**config.mk**
```make
export PLATFORM = sky130hd
export DESIGN_NAME = uhcs_top
export DESIGN_NICKNAME = d
export VERILOG_FILES = /design/src/hw/uhcs_pkg.sv /design/src/hw/uhcs_event_bit.sv /design/src/hw/uhcs_list_filled.sv /design/src/hw/uhcs_top.sv
export SDC_FILE = /design/constraint.sdc
export NUM_CORES = 1
export LEC_CHECK = 0
export BUFFER_PORTS_ARGS = -buffer_cell sky130_fd_sc_hd__buf_2
export CORE_MARGIN = 2
export CORE_UTILIZATION = 40
export DETAILED_ROUTE_END_ITERATION = 10
export HOLD_SLACK_MARGIN = 0.08
export PLACE_DENSITY = 0.82
export SLEW_MARGIN = 15
export SYNTH_ARGS = -nofsm -noshare
export SYNTH_HDL_FRONTEND = slang
export SYNTH_SLANG_ARGS = --single-unit
```
**constraint.sdc**
```tcl
create_clock -name CLK_SYS_I -period 3 [get_ports CLK_SYS_I]
set_input_delay 0.6 -clock CLK_SYS_I [delete_from_list [all_inputs] [get_ports CLK_SYS_I]]
set_output_delay 0.6 -clock CLK_SYS_I [all_outputs]
set_load 0.005 [all_outputs]
```
**src/hw/uhcs_pkg.sv**
```systemverilog
// Package: register map, field layout, reset values and timing for the command status block
package uhcs_pkg;

  // ****************************************************************
  // Register offsets (byte addresses)
  // ****************************************************************
  localparam logic [11:0] OFF_CMD_STATUS  = 12'h008;
  localparam logic [11:0] OFF_EVT_STATUS  = 12'h00C;
  localparam logic [11:0] OFF_EVT_ENABLE  = 12'h010;
  localparam logic [11:0] OFF_EVT_CLEAR   = 12'h014;
  localparam logic [11:0] OFF_SEQ_CTRL    = 12'h018;

  // ****************************************************************
  // Command status field positions
  // ****************************************************************
  localparam int unsigned BIT_SOFT_RESET   = 0;
  localparam int unsigned BIT_CTRL_FILLED  = 1;
  localparam int unsigned BIT_BULK_FILLED  = 2;
  localparam int unsigned BIT_OWN_REQ      = 3;
  localparam int unsigned BIT_OVR_CNT_LO   = 16;
  localparam int unsigned BIT_OVR_CNT_HI   = 17;

  // ****************************************************************
  // Event status field positions
  // ****************************************************************
  localparam int unsigned EVT_SCHED_OVR    = 0;
  localparam int unsigned EVT_OWNER_SWITCH = 30;
  localparam int unsigned EVT_WIDTH        = 2;

  // ****************************************************************
  // Sequencer control field positions
  // ****************************************************************
  localparam int unsigned BIT_SEQ_SUSPEND  = 0;

  // ****************************************************************
  // Reset values
  // ****************************************************************
  localparam logic [1:0] RST_OVR_CNT  = 2'h0;
  localparam logic [3:0] RST_CMD_BITS = 4'h0;
  localparam logic [1:0] RST_EVT      = 2'h0;

  // ****************************************************************
  // Timing
  // ****************************************************************
  localparam int unsigned CLK_PERIOD_NS       = 10;
  localparam int unsigned SOFT_RESET_TIME_NS  = 200;
  localparam int unsigned SOFT_RESET_CYCLES   =
    (SOFT_RESET_TIME_NS + CLK_PERIOD_NS - 1) / CLK_PERIOD_NS;
  localparam int unsigned SOFT_RESET_CNT_W    = 8;

  // ****************************************************************
  // Types
  // ****************************************************************
  typedef struct packed {
    logic       own_req;
    logic       bulk_filled;
    logic       ctrl_filled;
    logic       soft_reset;
  } uhcs_cmd_t;

  typedef struct packed {
    logic       owner_switch;
    logic       sched_ovr;
  } uhcs_evt_t;

  typedef enum logic [1:0] {
    LIST_IDLE,
    LIST_RUN
  } uhcs_list_state_t;

endpackage : uhcs_pkg

```
**src/hw/uhcs_event_bit.sv**
```systemverilog
// One sticky event bit with soft reset clear and write-one clear
module uhcs_event_bit (
  // Clock and reset
  input  wire logic CLK_SYS_I,
  input  wire logic RESETN_I,
  // Control
  input  wire logic clear_i,
  input  wire logic set_i,
  input  wire logic wr_clr_i,
  // Status
  output logic      flag_o
);

  logic flag_q;
  logic flag_d;

  always_comb begin
    flag_d = flag_q;
    if (wr_clr_i || clear_i) begin
      flag_d = 1'b0;
    end
    // A new event beats a clear in the same cycle
    if (set_i) begin
      flag_d = 1'b1;
    end
  end

  always_ff @(posedge CLK_SYS_I) begin
    if (!RESETN_I) begin
      flag_q <= 1'b0;
    end else begin
      flag_q <= flag_d;
    end
  end

  assign flag_o = flag_q;

endmodule : uhcs_event_bit

```
**src/hw/uhcs_list_filled.sv**
```systemverilog
// One list-filled flag with its list processing sequencer
module uhcs_list_filled (
  // Clock and reset
  input  wire logic CLK_SYS_I,
  input  wire logic RESETN_I,
  // Control
  input  wire logic clear_i,
  input  wire logic sw_set_i,
  input  wire logic at_head_i,
  input  wire logic td_found_i,
  input  wire logic list_done_i,
  // Status
  output logic      filled_o,
  output logic      active_o
);

  logic                      filled_q;
  logic                      filled_d;
  uhcs_pkg::uhcs_list_state_t state_q;
  uhcs_pkg::uhcs_list_state_t state_d;

  always_comb begin
    filled_d = filled_q;
    state_d  = state_q;
    unique case (state_q)
      uhcs_pkg::LIST_IDLE: begin
        if (at_head_i && filled_q) begin
          // Flag consumed at the head; a descriptor restores it
          state_d  = uhcs_pkg::LIST_RUN;
          filled_d = 1'b0;
        end
      end
      uhcs_pkg::LIST_RUN: begin
        if (td_found_i) begin
          filled_d = 1'b1;
        end
        if (list_done_i) begin
          state_d = uhcs_pkg::LIST_IDLE;
        end
      end
    endcase
    // Software set wins over the consume in the same cycle
    if (sw_set_i) begin
      filled_d = 1'b1;
    end
    if (clear_i) begin
      filled_d = 1'b0;
      state_d  = uhcs_pkg::LIST_IDLE;
    end
  end

  always_ff @(posedge CLK_SYS_I) begin
    if (!RESETN_I) begin
      filled_q <= 1'b0;
      state_q  <= uhcs_pkg::LIST_IDLE;
    end else begin
      filled_q <= filled_d;
      state_q  <= state_d;
    end
  end

  assign filled_o = filled_q;
  assign active_o = (state_q == uhcs_pkg::LIST_RUN);

endmodule : uhcs_list_filled

```
**src/hw/uhcs_top.sv**
```systemverilog
// Command status register block of a USB host controller with APB access
//
// Summary of operation
// - Writes only set bits; zeros keep value
// - Every command status bit reads back normally
// - Periodic overrun counts and sets overrun event
// - Two-bit counter at 17:16, wraps
// - Counter increments even with event already set
// - Ownership request sets owner switch event
// - Request clears after changeover completes
// - Bulk filled zero blocks bulk processing
// - Bulk head clears flag; descriptor sets again
// - No descriptor leaves flag zero; bulk halts
// - Control filled gates start, clear, reset
// - No control descriptor leaves zero; halts
// - Soft reset suspends, resets registers, blocks bus
// - Controller clears soft reset bit when done
// - Soft reset leaves root hub untouched
// - Overrun event after frame number update
module uhcs_top (
  // Clock and reset
  input  wire logic        CLK_SYS_I,
  input  wire logic        RESETN_I,
  // APB slave
  input  wire logic        PSEL_I,
  input  wire logic        PENABLE_I,
  input  wire logic        PWRITE_I,
  input  wire logic [11:0] PADDR_I,
  input  wire logic [31:0] PWDATA_I,
  output logic [31:0]      PRDATA_O,
  output logic             PREADY_O,
  output logic             PSLVERR_O,
  // Schedule engine events
  input  wire logic        PERIODIC_OVERRUN_I,
  input  wire logic        FRAME_NUM_UPDATED_I,
  input  wire logic        OWN_CHANGE_DONE_I,
  input  wire logic        CTRL_HEAD_I,
  input  wire logic        CTRL_TD_FOUND_I,
  input  wire logic        CTRL_DONE_I,
  input  wire logic        BULK_HEAD_I,
  input  wire logic        BULK_TD_FOUND_I,
  input  wire logic        BULK_DONE_I,
  // Controller status
  output logic             CTRL_ACTIVE_O,
  output logic             BULK_ACTIVE_O,
  output logic             SUSPEND_O,
  output logic             OPREG_RESET_O,
  output logic             HOST_BUS_BLOCK_O,
  output logic             IRQ_O
);

  // ****************************************************************
  // Bus decode
  // ****************************************************************
  logic       wr_en;
  logic       rd_en;
  logic       hit_cmd;
  logic       hit_evt;
  logic       hit_ena;
  logic       hit_clr;
  logic       hit_seq;
  logic       mapped;

  assign wr_en   = PSEL_I && PENABLE_I && PWRITE_I && PREADY_O;
  assign rd_en   = PSEL_I && !PENABLE_I && !PWRITE_I;
  assign hit_cmd = (PADDR_I == uhcs_pkg::OFF_CMD_STATUS);
  assign hit_evt = (PADDR_I == uhcs_pkg::OFF_EVT_STATUS);
  assign hit_ena = (PADDR_I == uhcs_pkg::OFF_EVT_ENABLE);
  assign hit_clr = (PADDR_I == uhcs_pkg::OFF_EVT_CLEAR);
  assign hit_seq = (PADDR_I == uhcs_pkg::OFF_SEQ_CTRL);
  assign mapped  = hit_cmd || hit_evt || hit_ena || hit_clr || hit_seq;

  // ****************************************************************
  // Command and sequencer write decode
  // ****************************************************************
  uhcs_pkg::uhcs_cmd_t cmd_wr;
  logic                resume_req;

  // Write-one-to-set: only the ones of a command write act, zeros are no-ops
  assign cmd_wr = (wr_en && hit_cmd) ?
    uhcs_pkg::uhcs_cmd_t'(PWDATA_I[uhcs_pkg::BIT_OWN_REQ:uhcs_pkg::BIT_SOFT_RESET]) :
    uhcs_pkg::uhcs_cmd_t'(uhcs_pkg::RST_CMD_BITS);
  assign resume_req = wr_en && hit_seq && PWDATA_I[uhcs_pkg::BIT_SEQ_SUSPEND];

  // ****************************************************************
  // Soft reset sequencer
  // ****************************************************************
  logic                                  srst_q;
  logic                                  srst_d;
  logic [uhcs_pkg::SOFT_RESET_CNT_W-1:0] srst_cnt_q;
  logic [uhcs_pkg::SOFT_RESET_CNT_W-1:0] srst_cnt_d;
  logic                                  susp_q;
  logic                                  susp_d;
  logic                                  srst_start;
  logic                                  srst_clear;

  // Write one to the reset bit starts the sequence; a zero is ignored
  assign srst_start = cmd_wr.soft_reset && !srst_q;
  // Operational state is held in reset while the sequence runs
  assign srst_clear = srst_q;

  always_comb begin
    srst_d     = srst_q;
    srst_cnt_d = srst_cnt_q;
    susp_d     = susp_q;
    if (srst_start) begin
      srst_d     = 1'b1;
      srst_cnt_d = uhcs_pkg::SOFT_RESET_CNT_W'(uhcs_pkg::SOFT_RESET_CYCLES);
      susp_d     = 1'b1;
    end else if (srst_q) begin
      if (srst_cnt_q == '0) begin
        srst_d = 1'b0;
      end else begin
        srst_cnt_d = srst_cnt_q - 1'b1;
      end
    end else if (resume_req) begin
      // Leaving suspend is the wider controller's job; a hook is given here
      susp_d = 1'b0;
    end
  end

  always_ff @(posedge CLK_SYS_I) begin
    if (!RESETN_I) begin
      srst_q     <= 1'b0;
      srst_cnt_q <= '0;
      susp_q     <= 1'b0;
    end else begin
      srst_q     <= srst_d;
      srst_cnt_q <= srst_cnt_d;
      susp_q     <= susp_d;
    end
  end

  // ****************************************************************
  // Ownership change request
  // ****************************************************************
  logic own_q;
  logic own_d;
  logic own_set;

  assign own_set = cmd_wr.own_req;

  always_comb begin
    own_d = own_q;
    if (OWN_CHANGE_DONE_I) begin
      own_d = 1'b0;
    end
    if (own_set) begin
      own_d = 1'b1;
    end
    // A running soft reset holds the request clear, even against a write
    if (srst_clear) begin
      own_d = 1'b0;
    end
  end

  always_ff @(posedge CLK_SYS_I) begin
    if (!RESETN_I) begin
      own_q <= 1'b0;
    end else begin
      own_q <= own_d;
    end
  end

  // ****************************************************************
  // Scheduling overrun counter
  // ****************************************************************
  logic [1:0] ovr_cnt_q;
  logic [1:0] ovr_cnt_d;
  logic       ovr_pend_q;
  logic       ovr_pend_d;
  logic       ovr_event;

  // Event waits for the frame number update before it is posted
  always_comb begin
    ovr_pend_d = ovr_pend_q;
    ovr_event  = 1'b0;
    if (PERIODIC_OVERRUN_I) begin
      ovr_pend_d = 1'b1;
    end
    // An overrun flagged in the update cycle itself is posted at once
    if ((ovr_pend_q || PERIODIC_OVERRUN_I) && FRAME_NUM_UPDATED_I) begin
      ovr_event  = 1'b1;
      ovr_pend_d = 1'b0;
    end
    if (srst_clear) begin
      ovr_pend_d = 1'b0;
      ovr_event  = 1'b0;
    end
  end

  always_comb begin
    ovr_cnt_d = ovr_cnt_q;
    if (srst_clear) begin
      ovr_cnt_d = uhcs_pkg::RST_OVR_CNT;
    end else if (PERIODIC_OVERRUN_I) begin
      // Natural two-bit wrap, independent of the event flag
      ovr_cnt_d = ovr_cnt_q + 2'h1;
    end
  end

  always_ff @(posedge CLK_SYS_I) begin
    if (!RESETN_I) begin
      ovr_cnt_q  <= uhcs_pkg::RST_OVR_CNT;
      ovr_pend_q <= 1'b0;
    end else begin
      ovr_cnt_q  <= ovr_cnt_d;
      ovr_pend_q <= ovr_pend_d;
    end
  end

  // ****************************************************************
  // List filled flags
  // ****************************************************************
  logic ctrl_filled;
  logic bulk_filled;
  logic ctrl_active;
  logic bulk_active;

  uhcs_list_filled u_ctrl_list (
    .CLK_SYS_I   (CLK_SYS_I),
    .RESETN_I    (RESETN_I),
    .clear_i     (srst_clear),
    .sw_set_i    (cmd_wr.ctrl_filled),
    .at_head_i   (CTRL_HEAD_I),
    .td_found_i  (CTRL_TD_FOUND_I),
    .list_done_i (CTRL_DONE_I),
    .filled_o    (ctrl_filled),
    .active_o    (ctrl_active)
  );

  uhcs_list_filled u_bulk_list (
    .CLK_SYS_I   (CLK_SYS_I),
    .RESETN_I    (RESETN_I),
    .clear_i     (srst_clear),
    .sw_set_i    (cmd_wr.bulk_filled),
    .at_head_i   (BULK_HEAD_I),
    .td_found_i  (BULK_TD_FOUND_I),
    .list_done_i (BULK_DONE_I),
    .filled_o    (bulk_filled),
    .active_o    (bulk_active)
  );

  // ****************************************************************
  // Event status, enable and interrupt
  // ****************************************************************
  uhcs_pkg::uhcs_evt_t evt_flags;
  uhcs_pkg::uhcs_evt_t evt_set;
  logic [1:0]          evt_wclr;
  logic [1:0]          ena_q;
  logic [1:0]          ena_d;
  logic                irq_any;

  assign evt_set.sched_ovr    = ovr_event;
  // No new ownership event while a soft reset holds the flags clear
  assign evt_set.owner_switch = own_set && !srst_q;
  assign evt_wclr = (wr_en && hit_clr) ?
    {PWDATA_I[uhcs_pkg::EVT_OWNER_SWITCH], PWDATA_I[uhcs_pkg::EVT_SCHED_OVR]} : 2'h0;

  for (genvar i = 0; i < uhcs_pkg::EVT_WIDTH; i++) begin : g_evt
    uhcs_event_bit u_evt (
      .CLK_SYS_I (CLK_SYS_I),
      .RESETN_I  (RESETN_I),
      .clear_i   (srst_clear),
      .set_i     (evt_set[i]),
      .wr_clr_i  (evt_wclr[i]),
      .flag_o    (evt_flags[i])
    );
  end

  always_comb begin
    ena_d = ena_q;
    if (srst_clear) begin
      ena_d = uhcs_pkg::RST_EVT;
    end else if (wr_en && hit_ena) begin
      ena_d = {PWDATA_I[uhcs_pkg::EVT_OWNER_SWITCH], PWDATA_I[uhcs_pkg::EVT_SCHED_OVR]};
    end
  end

  always_ff @(posedge CLK_SYS_I) begin
    if (!RESETN_I) begin
      ena_q <= uhcs_pkg::RST_EVT;
    end else begin
      ena_q <= ena_d;
    end
  end

  // Level request: any enabled sticky flag, registered at the pin
  assign irq_any = |(evt_flags & ena_q);

  // ****************************************************************
  // Read mux and registered outputs
  // ****************************************************************
  logic [31:0] rdata;
  logic        slverr;

  always_comb begin
    rdata = 32'h0000_0000;
    if (hit_cmd) begin
      rdata[uhcs_pkg::BIT_SOFT_RESET]                        = srst_q;
      rdata[uhcs_pkg::BIT_CTRL_FILLED]                       = ctrl_filled;
      rdata[uhcs_pkg::BIT_BULK_FILLED]                       = bulk_filled;
      rdata[uhcs_pkg::BIT_OWN_REQ]                           = own_q;
      rdata[uhcs_pkg::BIT_OVR_CNT_HI:uhcs_pkg::BIT_OVR_CNT_LO] = ovr_cnt_q;
    end else if (hit_evt) begin
      rdata[uhcs_pkg::EVT_SCHED_OVR]    = evt_flags.sched_ovr;
      rdata[uhcs_pkg::EVT_OWNER_SWITCH] = evt_flags.owner_switch;
    end else if (hit_ena) begin
      rdata[uhcs_pkg::EVT_SCHED_OVR]    = ena_q[0];
      rdata[uhcs_pkg::EVT_OWNER_SWITCH] = ena_q[1];
    end else if (hit_seq) begin
      rdata[uhcs_pkg::BIT_SEQ_SUSPEND] = susp_q;
    end
    slverr = !mapped;
  end

  // Access phase answers one cycle after setup: PREADY high in every access cycle
  always_ff @(posedge CLK_SYS_I) begin
    if (!RESETN_I) begin
      PRDATA_O         <= 32'h0000_0000;
      PREADY_O         <= 1'b0;
      PSLVERR_O        <= 1'b0;
      IRQ_O            <= 1'b0;
      CTRL_ACTIVE_O    <= 1'b0;
      BULK_ACTIVE_O    <= 1'b0;
      SUSPEND_O        <= 1'b0;
      OPREG_RESET_O    <= 1'b0;
      HOST_BUS_BLOCK_O <= 1'b0;
    end else begin
      PREADY_O  <= PSEL_I && !PENABLE_I;
      PSLVERR_O <= PSEL_I && !PENABLE_I && slverr;
      if (rd_en) begin
        PRDATA_O <= rdata;
      end
      IRQ_O            <= irq_any;
      CTRL_ACTIVE_O    <= ctrl_active;
      BULK_ACTIVE_O    <= bulk_active;
      SUSPEND_O        <= susp_d;
      OPREG_RESET_O    <= srst_d;
      HOST_BUS_BLOCK_O <= srst_d;
    end
  end

endmodule : uhcs_top

```
Word-level counts from Yosys, hierarchy flattened
Cells that the tools add are included.
{"block": "totals", "wordCells": 130, "inputBits": 58, "reg_bits": 36}
{"block": "classes", "bitwise": 3, "reduce_logical": 46, "n_mux": 42, "add_sub_neg": 2, "n_eq_ne": 17}
{"op": "$eq 12x5->1 const B", "n": 3}
{"op": "$mux 1", "n": 27}
{"op": "$eq 12x4->1 const B", "n": 2}
{"op": "$logic_and 1x1->1", "n": 16}
{"op": "$mux 5", "n": 3}
{"op": "$reduce_and 2->1", "n": 7}
{"op": "$mux 2", "n": 6}
{"op": "$reduce_bool 2->1", "n": 5}
{"op": "$logic_not 8->1", "n": 1}
{"op": "$pmux 2 s2", "n": 2}
{"op": "$sub 8x1->8 const B", "n": 1}
{"op": "$logic_or 1x1->1", "n": 7}
{"op": "$ne 2x1->1 const B", "n": 3}
{"op": "$ne 2x2->1 const B", "n": 3}
{"op": "$ne 3x2->1 const B", "n": 2}
{"op": "$ne 3x3->1 const B", "n": 2}
{"op": "$reduce_or 2->1", "n": 3}
{"op": "$eq 2x1->1 const B", "n": 2}
{"op": "$logic_not 1->1", "n": 4}
{"op": "$logic_not 2->1", "n": 2}
{"op": "$mux 4", "n": 1}
{"op": "$pmux 1 s2", "n": 2}
{"op": "$mux 3", "n": 1}
{"op": "$reduce_or 3->1", "n": 1}
{"op": "other kinds (3)", "n": 4}

Longest topological paths before layout
Gate-level depths: netlist of the first run.
{"block": "logic_depth", "word_depth": 8, "mapped_depth": 6}

Hierarchy
A second synthesis of the first run with hierarchy kept.
{"block": "unflattened", "hier_cells": 202, "hier_area_um2": 1805.5}
{"module": "uhcs_top", "area_each_um2": 1547.7, "cells_each": 176, "n_inst": 1}
{"module": "uhcs_list_filled", "area_each_um2": 88.8, "cells_each": 10, "n_inst": 2}
{"module": "uhcs_event_bit", "area_each_um2": 40.0, "cells_each": 3, "n_inst": 2}

Worst setup path after synthesis of the first run
No wires, ideal clock.
{"block": "synth_path", "path_kind": "input port to flip-flop", "startpoint": "input PADDR_I[2]", "endpoint": "register srst_cnt_q[0] (netlist bit)", "required_ns": 2.870, "arrival_ns": 1.606, "setup_time_ns": 0.130, "setup_slack_ns": 1.264, "stages": 5, "path_cell_list": "clkbuf_2 -> nor3b_1 -> nand3_1 -> o21ai_1 -> nor2_1"}
{"block": "synth_via", "elab_chain_cells": 5}
{"item": "start: declaration", "line_no": "uhcs_top.sv:28", "text": "input wire logic [11:0] PADDR_I,"}
{"item": "$eq 12x4->1", "line_no": "uhcs_top.sv:66", "text": "assign hit_cmd = (PADDR_I == uhcs_pkg::OFF_CMD_STATUS);"}
{"item": "$logic_and 1x1->1", "line_no": "uhcs_top.sv:80", "text": "assign cmd_wr = (wr_en && hit_cmd) ?"}
{"item": "$mux 4", "line_no": "uhcs_top.sv:80"}
{"item": "$logic_and 1x1->1", "line_no": "uhcs_top.sv:98", "text": "assign srst_start = cmd_wr.soft_reset && !srst_q;"}
{"item": "$reduce_or 2->1 (no source line)"}
{"item": "end signal: assignment", "line_no": "uhcs_top.sv:129", "text": "srst_cnt_q <= srst_cnt_d;"}
{"item": "end: declaration", "line_no": "uhcs_top.sv:90", "text": "logic [uhcs_pkg::SOFT_RESET_CNT_W-1:0] srst_cnt_q;"}
No other way between the ends.
A chain may end at the register's enable or synchronous reset.

Final worst setup path of the first run
{"block": "layout_path", "startpoint": "input PADDR_I[1]", "endpoint": "register srst_cnt_q[0] (netlist bit)"}
The elaborated chain is that of the path after synthesis.

==> results of run 1 <==
-- registers in the layout, summed over array words and instances (netlist names), 2 cells and up --
name and flops:
srst_cnt_q 8, ena_q 2, PRDATA_O 7, ovr_cnt_q 2, g_evt.u_evt.flag_o 2
-- worst paths after layout --
check                                    from       endpoint  slack, ns
worst min register to register     ovr_pend_q     ovr_pend_q       0.47
worst max-delay path               PADDR_I[1]  srst_cnt_q[0]       1.18
worst min-delay path               ovr_pend_q     ovr_pend_q       0.47
worst max register to register  srst_cnt_q[0]  srst_cnt_q[1]       1.35
-- cells in the mapped netlist, types with 2 or more instances --
cell type,number
clkbuf_1,2
nor2_1,20
mux2i_1,7
nand3_1,9
nor2b_1,4
a32o_1,2
dfxtp_1,34
a21boi_0,4
and2b_1,3
xor2_1,2
xnor2_1,4
buf_4,27
nor3b_1,5
a21oi_1,6
nand2b_1,3
nor3_1,3
inv_1,7
o21ai_0,8
nand4_1,4
nand2_1,9
mux2_2,3
and4_1,2
and2_1,2
a22o_1,2
-- routing by layer --
metal | routed length (µm) | share of wire [%] | vias up | GRT usage, %
met2 | 1660 | 46 | 48 | 24.3
met1 | 1640 | 46 | 660 | 18.8
li1 | - | - | 735 | -
met4 | 59 | 1.6 | 0 | 7.48
met3 | 219 | 6.1 | 5 | 4.47
met5 | 0 | 0 | - | 0
-- cells by family (layout without fill, tap and decap cells) --
kind of cell / Yosys count / in the layout / synth area share [%]
simple gates: 72 / 72 / 23.4
compound gates: 36 / 36 / 14.1
buf+inv: 38 / 61 / 14.0
mux: 10 / 10 / 5.90
other cells: 1 / 25 / 0.213
flops: 34 / 34 / 38.7
xor+xnor: 6 / 6 / 2.99
fa+ha+maj: 1 / 1 / 0.711
-- area by class of cell --
| type | count | area share [%] |
|---|---|---|
| Tap cell | 52 | 3.22 |
| Clock inverter | 2 | 0.619 |
| Sequential cell | 34 | 33.7 |
| Timing Repair Buffer | 46 | 11.5 |
| Multi-Input combinational cell | 150 | 45.6 |
| Clock buffer | 6 | 4.08 |
| Inverter | 7 | 1.30 |
-- through the flow --
step	power, W	hold WS [ns]	worst slack, ns	cell area [µm²]	utilization, %
finish	0.000882	0.473	1.18	2020	47.1
global route	0.000919	0.489	0.989	2020	47.1
CTS	0.000892	0.479	1.21	2020	47.1
detailed placement	0.000540	0.469	0.895	1930	44.9
global placement	0.000539	0.458	0.916	1930	44.9
floorplan	0.000531	0.450	1.26	1850	-
-- power by group through the flow --
stage                     combinational (W)  sequential, W  clock (W)
after floorplan                   0.0000600       0.000471          0
after global placement            0.0000679       0.000471          0
after detailed placement          0.0000689       0.000471          0
after CTS                         0.0000692       0.000461   0.000361
after global routing              0.0000794       0.000461   0.000379
final                             0.0000700       0.000461   0.000351
-- critical path: cells and delay by family --
kind	cells	cell delay, ns
compound gates	1	0.49
buf+inv	1	0.10
simple gates	3	0.79
==> summary.txt, run 1 <==
Power and ir drop
  • Sequential share of power: 52.3%
  • Pwr/cell area: 436 mW/mm²
  • Clock power share: 39.8%
  • Switching Fraction: between 20% and 30%
  • Psw: between 0.0002 and 0.00025 W
  • Gate power share: around 7.9%
  • Max VDD drop: roughly 0.3 mV
  • Leakage power: around 0.85 nW
  • Cell Int Power: between 0.0006 and 0.0007 W

Outcome
  • Status: completed

Timing
  • Pins over their slew limit: 0
  • Final Cycle Share: about three fifths
  • FMAX: about 550 MHz
  • Slew @ Worst Pin: ~0.52 ns
  • Tmin final: approximately 1.8 ns
  • Total negative slack: 0 ns
  • Skew final: roughly 0.0024 ns
  • Unrepaired setup endpoints after global routing: no
  • Final setup violation count: 0
  • Slew margin rel.: between 60% and 70%
  • Endpoints failing hold: 0

Placed design
  • Final HPWL DP: about 2700 µm
  • Placed cells: 289
  • RD Place Congestion: between 0.8 and 0.9
  • I/O Buffers: 45

Final layout
  • Most common cell after layout, fill and taps aside: buf_2
  • Diodes inserted: 0
  • Non-filler cells, final: slightly below 300
  • Share of cells above drive strength 1: between 20% and 30%
  • Multi-input logic area: 922 µm²
  • # fillers: 427
  • Final nets: 303
  • Storage element area: between 600 and 700 µm²
  • Area Overhead vs Synth: 14.9%
  • Most frequent cells in the layout: buf_2, dfxtp_1, conb_1, nor2_1

Global routing
  • First-pass GRT wire length: slightly above 6000 µm
  • Gr usage total: between 10% and 20%
  • Largest net degree at the start of global routing: 14
  • GR Overflow Total: 0
  • Initial antenna violation count: 0
  • Vias in the first global route: approximately 1300

Die
  • Die Ht: between 70 and 80 µm
  • Die X: 70.3 µm
  • # IOs: 98
  • Die area: between 0.004 and 0.005 mm²
  • Core area: ~0.0043 mm²
  • Initial Util: slightly above 40%
  • Num rows: 24

Clock network
  • Clk pin slew, worst setup/hold paths: about 0.070 ns
  • TritonCTS clock tree: done
  • CTS H-tree depth: 2
  • Root buffer cell: clkbuf_8
  • # resized after CTS: 0
  • Post-CTS Setup Bufs: 0
  • Clk buf depth: 2
  • Post-CTS Hold Fix Bufs: 0
  • Clk_lat worst skew: 0.29 ns
  • Sink Count: 34
  • Clock buffer count from CTS: 5

Route
  • Mean number of vias per cell: a little under 5
  • Final ANT Viol Nets: 0
  • Starting DRT DRC Count: 86
  • DRT Wirelength: 3590 µm
  • Pre-antenna DRT Iters: 4
  • Via count: between 1000 and 1500
  • # DRC: 0
  • DR WL/cell: 12.1 µm

Worst setup path
  • Crit-path cells: buf_2 > nor4_2 > nand3_1 > o21ai_1 > nor2_1
  • R2R cell count: 6
  • Worst setup path class: in2reg
  • Startpoint Class: input port
  • CP Capture Type: flip-flop
  • Largest stage delay, worst path: between 0.4 and 0.5 ns
  • Req. time, crit path: approximately 3.2 ns
  • Slowest cell on crit path: o21ai_1
  • Critical Path AT: 1.99 ns
  • Worst-path fanout max: 6

Yosys
  • Ys async rst share: 0%
  • Post-synthesis sequential area ratio: between 30% and 40%
  • Synth area leaders: dfxtp_1, buf_4, nor2_1, mux2i_1, nand3_1
  • Post-Syn Instances: ~200
  • Mapped Avg Cell Area: approximately 9 µm²
  • Post-synth EDFFs: 0
  • Dominant cell type by area after synthesis: dfxtp_1
  • Synthesized area: around 0.0018 mm²
  • Top FF cell, synth: dfxtp_1
  • Top cell type's share of synthesized area: roughly two fifths
  • Syn. warnings: 0
  • Synth cell types: 50
  • Number of synthesized register bits: 34

Min path
  • WHS Path Cells: 2
  • Hold/Removal Path Class: reg2reg

Job
  • Max-Cap Viols: 0
Note: power is estimated with default switching activity, not from simulation.
==> run 2: changes to the inputs <==
- PLACE_DENSITY: 0.82 -> 0.85
- clock period: 3 -> 1.48 ns (I/O delays scaled with it)
==> summary.txt, run 2 (synthesis gave the netlist of run 1 again) <==
Power and ir drop
  • Leakage power: 0.941 nW
  • Pwr/cell area: around 970 mW/mm²
  • Max VDD drop: 0.586 mV

Global routing
  • Gr busiest metal: met2
  • Vias in the first global route: around 1500
  • Largest net degree at the start of global routing: 13
  • First-pass GRT wire length: approximately 6400 µm
  • GR Util met2: 25.7%
  • GR Overflow Total: 0
  • Gr usage total: 16.0%
  • Initial antenna violation count: 0
  • Met3 Use GR: under 10%
  • M1 GR Usage: 19.8%

Worst setup path
  • Largest stage delay, worst path: around 0.55 ns
  • Critical Path AT: 1.62 ns
  • Slowest cell on crit path: or4b_4
  • Crit-path cells: or4b_4 > and2b_1 > mux2i_1 > nor2_1
  • CP delay by family, top: simple AND/OR/NAND/NOR gates
  • Startpoint Class: flip-flop
  • CP Capture Type: flip-flop
  • Req. time, crit path: about 1.7 ns
  • Worst Setup SP: srst_cnt_q[1]
  • Worst-path fanout max: 3
  • Crit path buf inv count: 0
  • Reg2reg start: srst_cnt_q[1]
  • Worst setup path class: reg2reg

Placed design
  • I/O Buffers: 45
  • Pre-CTS setup slack: -0.0621 ns
  • RD Place Congestion: ~0.9
  • Final HPWL DP: 2880 µm
  • DP Area: 0.00202 mm²

Route
  • Pre-antenna DRT Iters: 4
  • Via count: around 1500
  • Final ANT Viol Nets: 0
  • DR WL/cell: approximately 12 µm
  • Starting DRT DRC Count: just under 80
  • Mean number of vias per cell: approximately 5
  • # DRC: 0
  • DRT Wirelength: 3810 µm

Clock network
  • Clk_lat worst skew: approximately 0.28 ns
  • TritonCTS clock tree: done
  • Post-CTS Hold Fix Bufs: 0
  • Clock buffer count from CTS: 5
  • Clk buf depth: 2
  • Sink Count: 34
  • CTS H-tree depth: 2
  • Clk pin slew, worst setup/hold paths: ~0.070 ns
  • Root buffer cell: clkbuf_8
  • Post-CTS Setup Bufs: 0

Timing
  • Endpoints failing hold: 0
  • Unrepaired setup endpoints after global routing: yes
  • Pins over their slew limit: 0
  • FMAX: between 600 and 700 MHz
  • Skew final: 0.00296 ns
  • Tmin final: 1.44 ns
  • Final Cycle Share: about 97%
  • Worst setup margin: roughly 0.037 ns
  • Final setup violation count: 0

Die
  • Core area: ~0.0043 mm²
  • Die area: between 0.004 and 0.005 mm²
  • Initial Util: about two fifths
  • Die X: ~70 µm
  • # IOs: 98
  • Die Ht: 70.3 µm
  • Num rows: 24

Final layout
  • Finished Cell Area: between 0.002 and 0.0025 mm²
  • Final nets: between 300 and 400
  • Share of cells above drive strength 1: 33.5%
  • Max reg flops: 8
  • Most frequent cells in the layout: buf_2, dfxtp_1, conb_1, nor2_1, buf_4
  • Top reg by flops: srst_cnt_q
  • Area Overhead vs Synth: 25.2%
  • Diodes inserted: 0
  • Biggest regs: srst_cnt_q: 8 flops, PRDATA_O: 7 flops
  • Most common cell after layout, fill and taps aside: buf_2

Job
  • Max-Cap Viols: 0

Min path
  • Min-delay src: FRAME_NUM_UPDATED_I
  • Hold/Removal Path Class: in2reg

Outcome
  • Status: completed
==> run 2: changes by cell type in the layout (fill, tap and decap cells not counted), moves of 2 or more <==
cell	previous run	this run
dfxtp_4	0	2
dfxtp_2	0	2
dfxtp_1	34	30
buf_4	1	13
a21boi_0	4	2
bufinv_16	0	2
==> run 2: where the power goes <==
group / total [W] / internal (W) / switching (W) / leakage, nW
clock network: 0.00106 / 0.000718 / 0.000338 / 0.0714
registers: 0.000930 / 0.000923 / 0.00000770 / 0.278
logic: 0.000154 / 0.0000668 / 0.0000876 / 0.592
==> run 2: metal layers <==
layer | wire, µm | vias to the layer above
met5 | 0 | -
met3 | 239 | 4
met4 | 42 | 0
met2 | 1890 | 53
met1 | 1640 | 708
li1 | - | 759
==> run 2: metrics by stage <==
step	hold WS, ns	cells	power, W	TNS, ns	util (%)
global route	0.179	309	0.00222	-0.0229	51.3
detailed placement	0.465	301	0.00111	-0.199	47.0
finish	0.184	309	0.00214	0	51.3
floorplan	0.375	222	0.00108	0	-
global placement	0.458	301	0.00110	-0.00892	47.0
CTS	0.180	309	0.00215	0	50.4
==> run 2: area by class of cell <==
type	count	area, µm²
clock inverters	2	60.1
well taps	52	65.1
clock buffers	6	82.6
inverters	7	26.3
repair buffers	58	323
flip-flops and latches	34	691
fillers	409	2090
multi-input cells	150	955
==> run 2: repair_timing <==
| action | 4_1_cts | 5_1_grt |
|---|---|---|
| setup endpoints to repair | 2 | 7 |
| gates resized for setup | 2 | 13 |
| pin swaps | 1 | 2 |
==> run 2: path summary, 6_finish.rpt <==
check,to,slack [ns],cells after the start
setup reg to reg,srst_cnt_q[7],0.04,4
hold reg to reg,PRDATA_O[30],0.48,2
setup / recovery,srst_cnt_q[7],0.04,4
hold / removal,ovr_pend_q,0.18,2
==> run 3: changes to the inputs <==
- BUFFER_PORTS_ARGS: -buffer_cell sky130_fd_sc_hd__buf_2 -> not set
- CORE_MARGIN: 2 -> not set
- DONT_BUFFER_PORTS: not set -> 1
- PLACE_DENSITY: 0.85 -> 0.65
- clock period: 1.48 -> 1.32 ns (I/O delays scaled with it)
==> summary.txt, run 3 (synthesis gave the netlist of run 1 again) <==
Min path
  • Hold/Removal Path Class: in2reg
  • Min-delay src: PWDATA_I[3]
  • Min-Delay Endpoint: own_q
  • WHS Path Cells: 1

Final layout
  • Max reg flops: 8
  • Most common cell after layout, fill and taps aside: dfxtp_1
  • Post-Route Utilization: about half
  • Share of cells above drive strength 1: approximately a quarter
  • Non-filler cells, final: between 200 and 300
  • Biggest regs: srst_cnt_q: 8 flops, PRDATA_O: 7 flops
  • Final nets: 279
  • Finished Cell Area: 0.00207 mm²
  • Diodes inserted: 0
  • # fillers: 408
  • Top reg by flops: srst_cnt_q
  • Most frequent cells in the layout: dfxtp_1, conb_1, nor2_1, buf_4, nand2_1
  • Area Overhead vs Synth: 17.6%

Route
  • Met2 wire length: around 1800 µm
  • Mean number of vias per cell: 4.94
  • DRT Wirelength: approximately 3600 µm
  • Starting DRT DRC Count: 27
  • Final ANT Viol Nets: 0
  • # DRC: 0
  • DR WL/cell: approximately 13 µm
  • Met3 wire len: ~170 µm
  • Pre-antenna DRT Iters: 4
  • Via count: 1338
  • Top Layer Used: met4
  • Met1 wire length: roughly 1600 µm

Clock network
  • Sink Count: 34
  • Clk pin slew, worst setup/hold paths: 0.08 ns
  • CTS H-tree depth: 2
  • Clk buf depth: 2
  • Clk_lat worst skew: 0.29 ns
  • Clock buffer count from CTS: 5
  • Post-CTS Setup Bufs: 0
  • Root buffer cell: clkbuf_8
  • TritonCTS clock tree: done

Worst setup path
  • Req. time, crit path: 1.50 ns
  • Reg2reg end: srst_cnt_q[7]
  • Worst-path fanout max: 3
  • Critical Path AT: between 1.5 and 2 ns
  • Startpoint Class: flip-flop
  • Worst Setup SP: srst_cnt_q[1]
  • CP Capture Type: flip-flop
  • Worst reg2reg setup slack: -0.10 ns
  • R2R cell count: 4
  • Reg2reg start: srst_cnt_q[1]
  • Worst setup path class: reg2reg

Power and ir drop
  • Leakage power: ~0.79 nW
  • Pwr/cell area: around 1100 mW/mm²
  • Max VDD drop: between 1 and 1.5 mV
  • Total Power: between 0.002 and 0.0025 W

Placed design
  • I/O Buffers: 0
  • RD Place Congestion: roughly 0.76
  • Placed cells: 260
  • Final HPWL DP: around 2600 µm
  • DP Area: between 0.0015 and 0.002 mm²

Die
  • Initial Util: 42.7%
  • Die Ht: a little under 70 µm
  • Die area: approximately 0.0047 mm²
  • # IOs: 98
  • Core area: around 0.0041 mm²
  • Num rows: 23
  • Die X: around 70 µm

Timing
  • Total negative slack: -0.224 ns
  • Unrepaired setup endpoints after global routing: yes
  • Pins over their slew limit: 0
  • Tmin final: 1.42 ns
  • Worst setup margin: -0.103 ns
  • FMAX: ~700 MHz
  • Skew final: between 0.006 and 0.007 ns
  • Endpoints failing hold: 0
  • Final setup violation count: 4
  • Final Cycle Share: 108%

Global routing
  • Initial antenna violation count: 0
  • Vias in the first global route: approximately 1200
  • Gr usage total: between 15 and 20%
  • Largest net degree at the start of global routing: 14
  • GR Overflow Total: 0
  • First-pass GRT wire length: approximately 5600 µm

Job
  • Max-Cap Viols: 0

Outcome
  • Status: complete, but fails checks
  • Failing checks: negative setup slack
run 3: cell types whose count changed in the layout (fill, tap and decap cells not counted), moves of 2 or more:
cell,change
buf_2,-45
dfxtp_4,-2
a21boi_0,-2
dlygate4sd3_1,+3
buf_4,+5
dfxtp_2,+3
run 3: worst max-delay path by stage:
stage,to,depth (start not counted)
after floorplan,srst_cnt_q[7],5
after global placement,srst_cnt_q[4],6
after detailed placement,srst_cnt_q[4],6
after CTS,srst_cnt_q[7],4
after global routing,srst_cnt_q[7],4
final,srst_cnt_q[7],4
run 3: layout make-up:
cell class | instances | area, µm² | share of cell area (%)
Multi-Input combinational cell | 150 | 980 | 47.3
Sequential cell | 34 | 687 | 33.2
Timing Repair Buffer | 22 | 176 | 8.52
Clock buffer | 5 | 68.8 | 3.33
Clock inverter | 3 | 68.8 | 3.33
Tap cell | 50 | 62.6 | 3.02
Inverter | 7 | 26.3 | 1.27
run 3: layer usage:
layer  track usage, %  up-vias
li1                 -      684
met1             20.1      619
met2             27.1       29
met3             5.00        6
met4             7.29        0
met5                0        -
run 3: critical path, cell delays in order (launching register included):
cell	delay [ns]
dfxtp_2	0.34
or4b_4	0.53
and2b_1	0.23
mux2i_1	0.18
nor2_1	0.05
run 3: timing repair:
item / 4_1_cts / 5_1_grt
hold buffers: 3 / 0
cloned: 0 / 0
setup endpoints to repair: 7 / 14
gates resized for setup: 8 / 11
hold endpoints to repair: 3 / 0
pin swaps: 6 / 6
run 3: power by group:
part / switching, W / total (W) / internal, W / leakage [nW]
registers: 0.00000934 / 0.00105 / 0.00104 / 0.278
clock network: 0.000405 / 0.00116 / 0.000757 / 0.0683
logic: 0.0000656 / 0.000113 / 0.0000470 / 0.448
total: 0.000480 / 0.00232 / 0.00184 / 0.794
run 3: stage by stage:
step                      setup slack, ns  hold slack [ns]
after floorplan                    -0.134            0.343
after global placement             -0.200            0.345
after detailed placement           -0.248            0.347
after CTS                          -0.104           0.0902
after global routing               -0.159           0.0908
final                              -0.103           0.0985
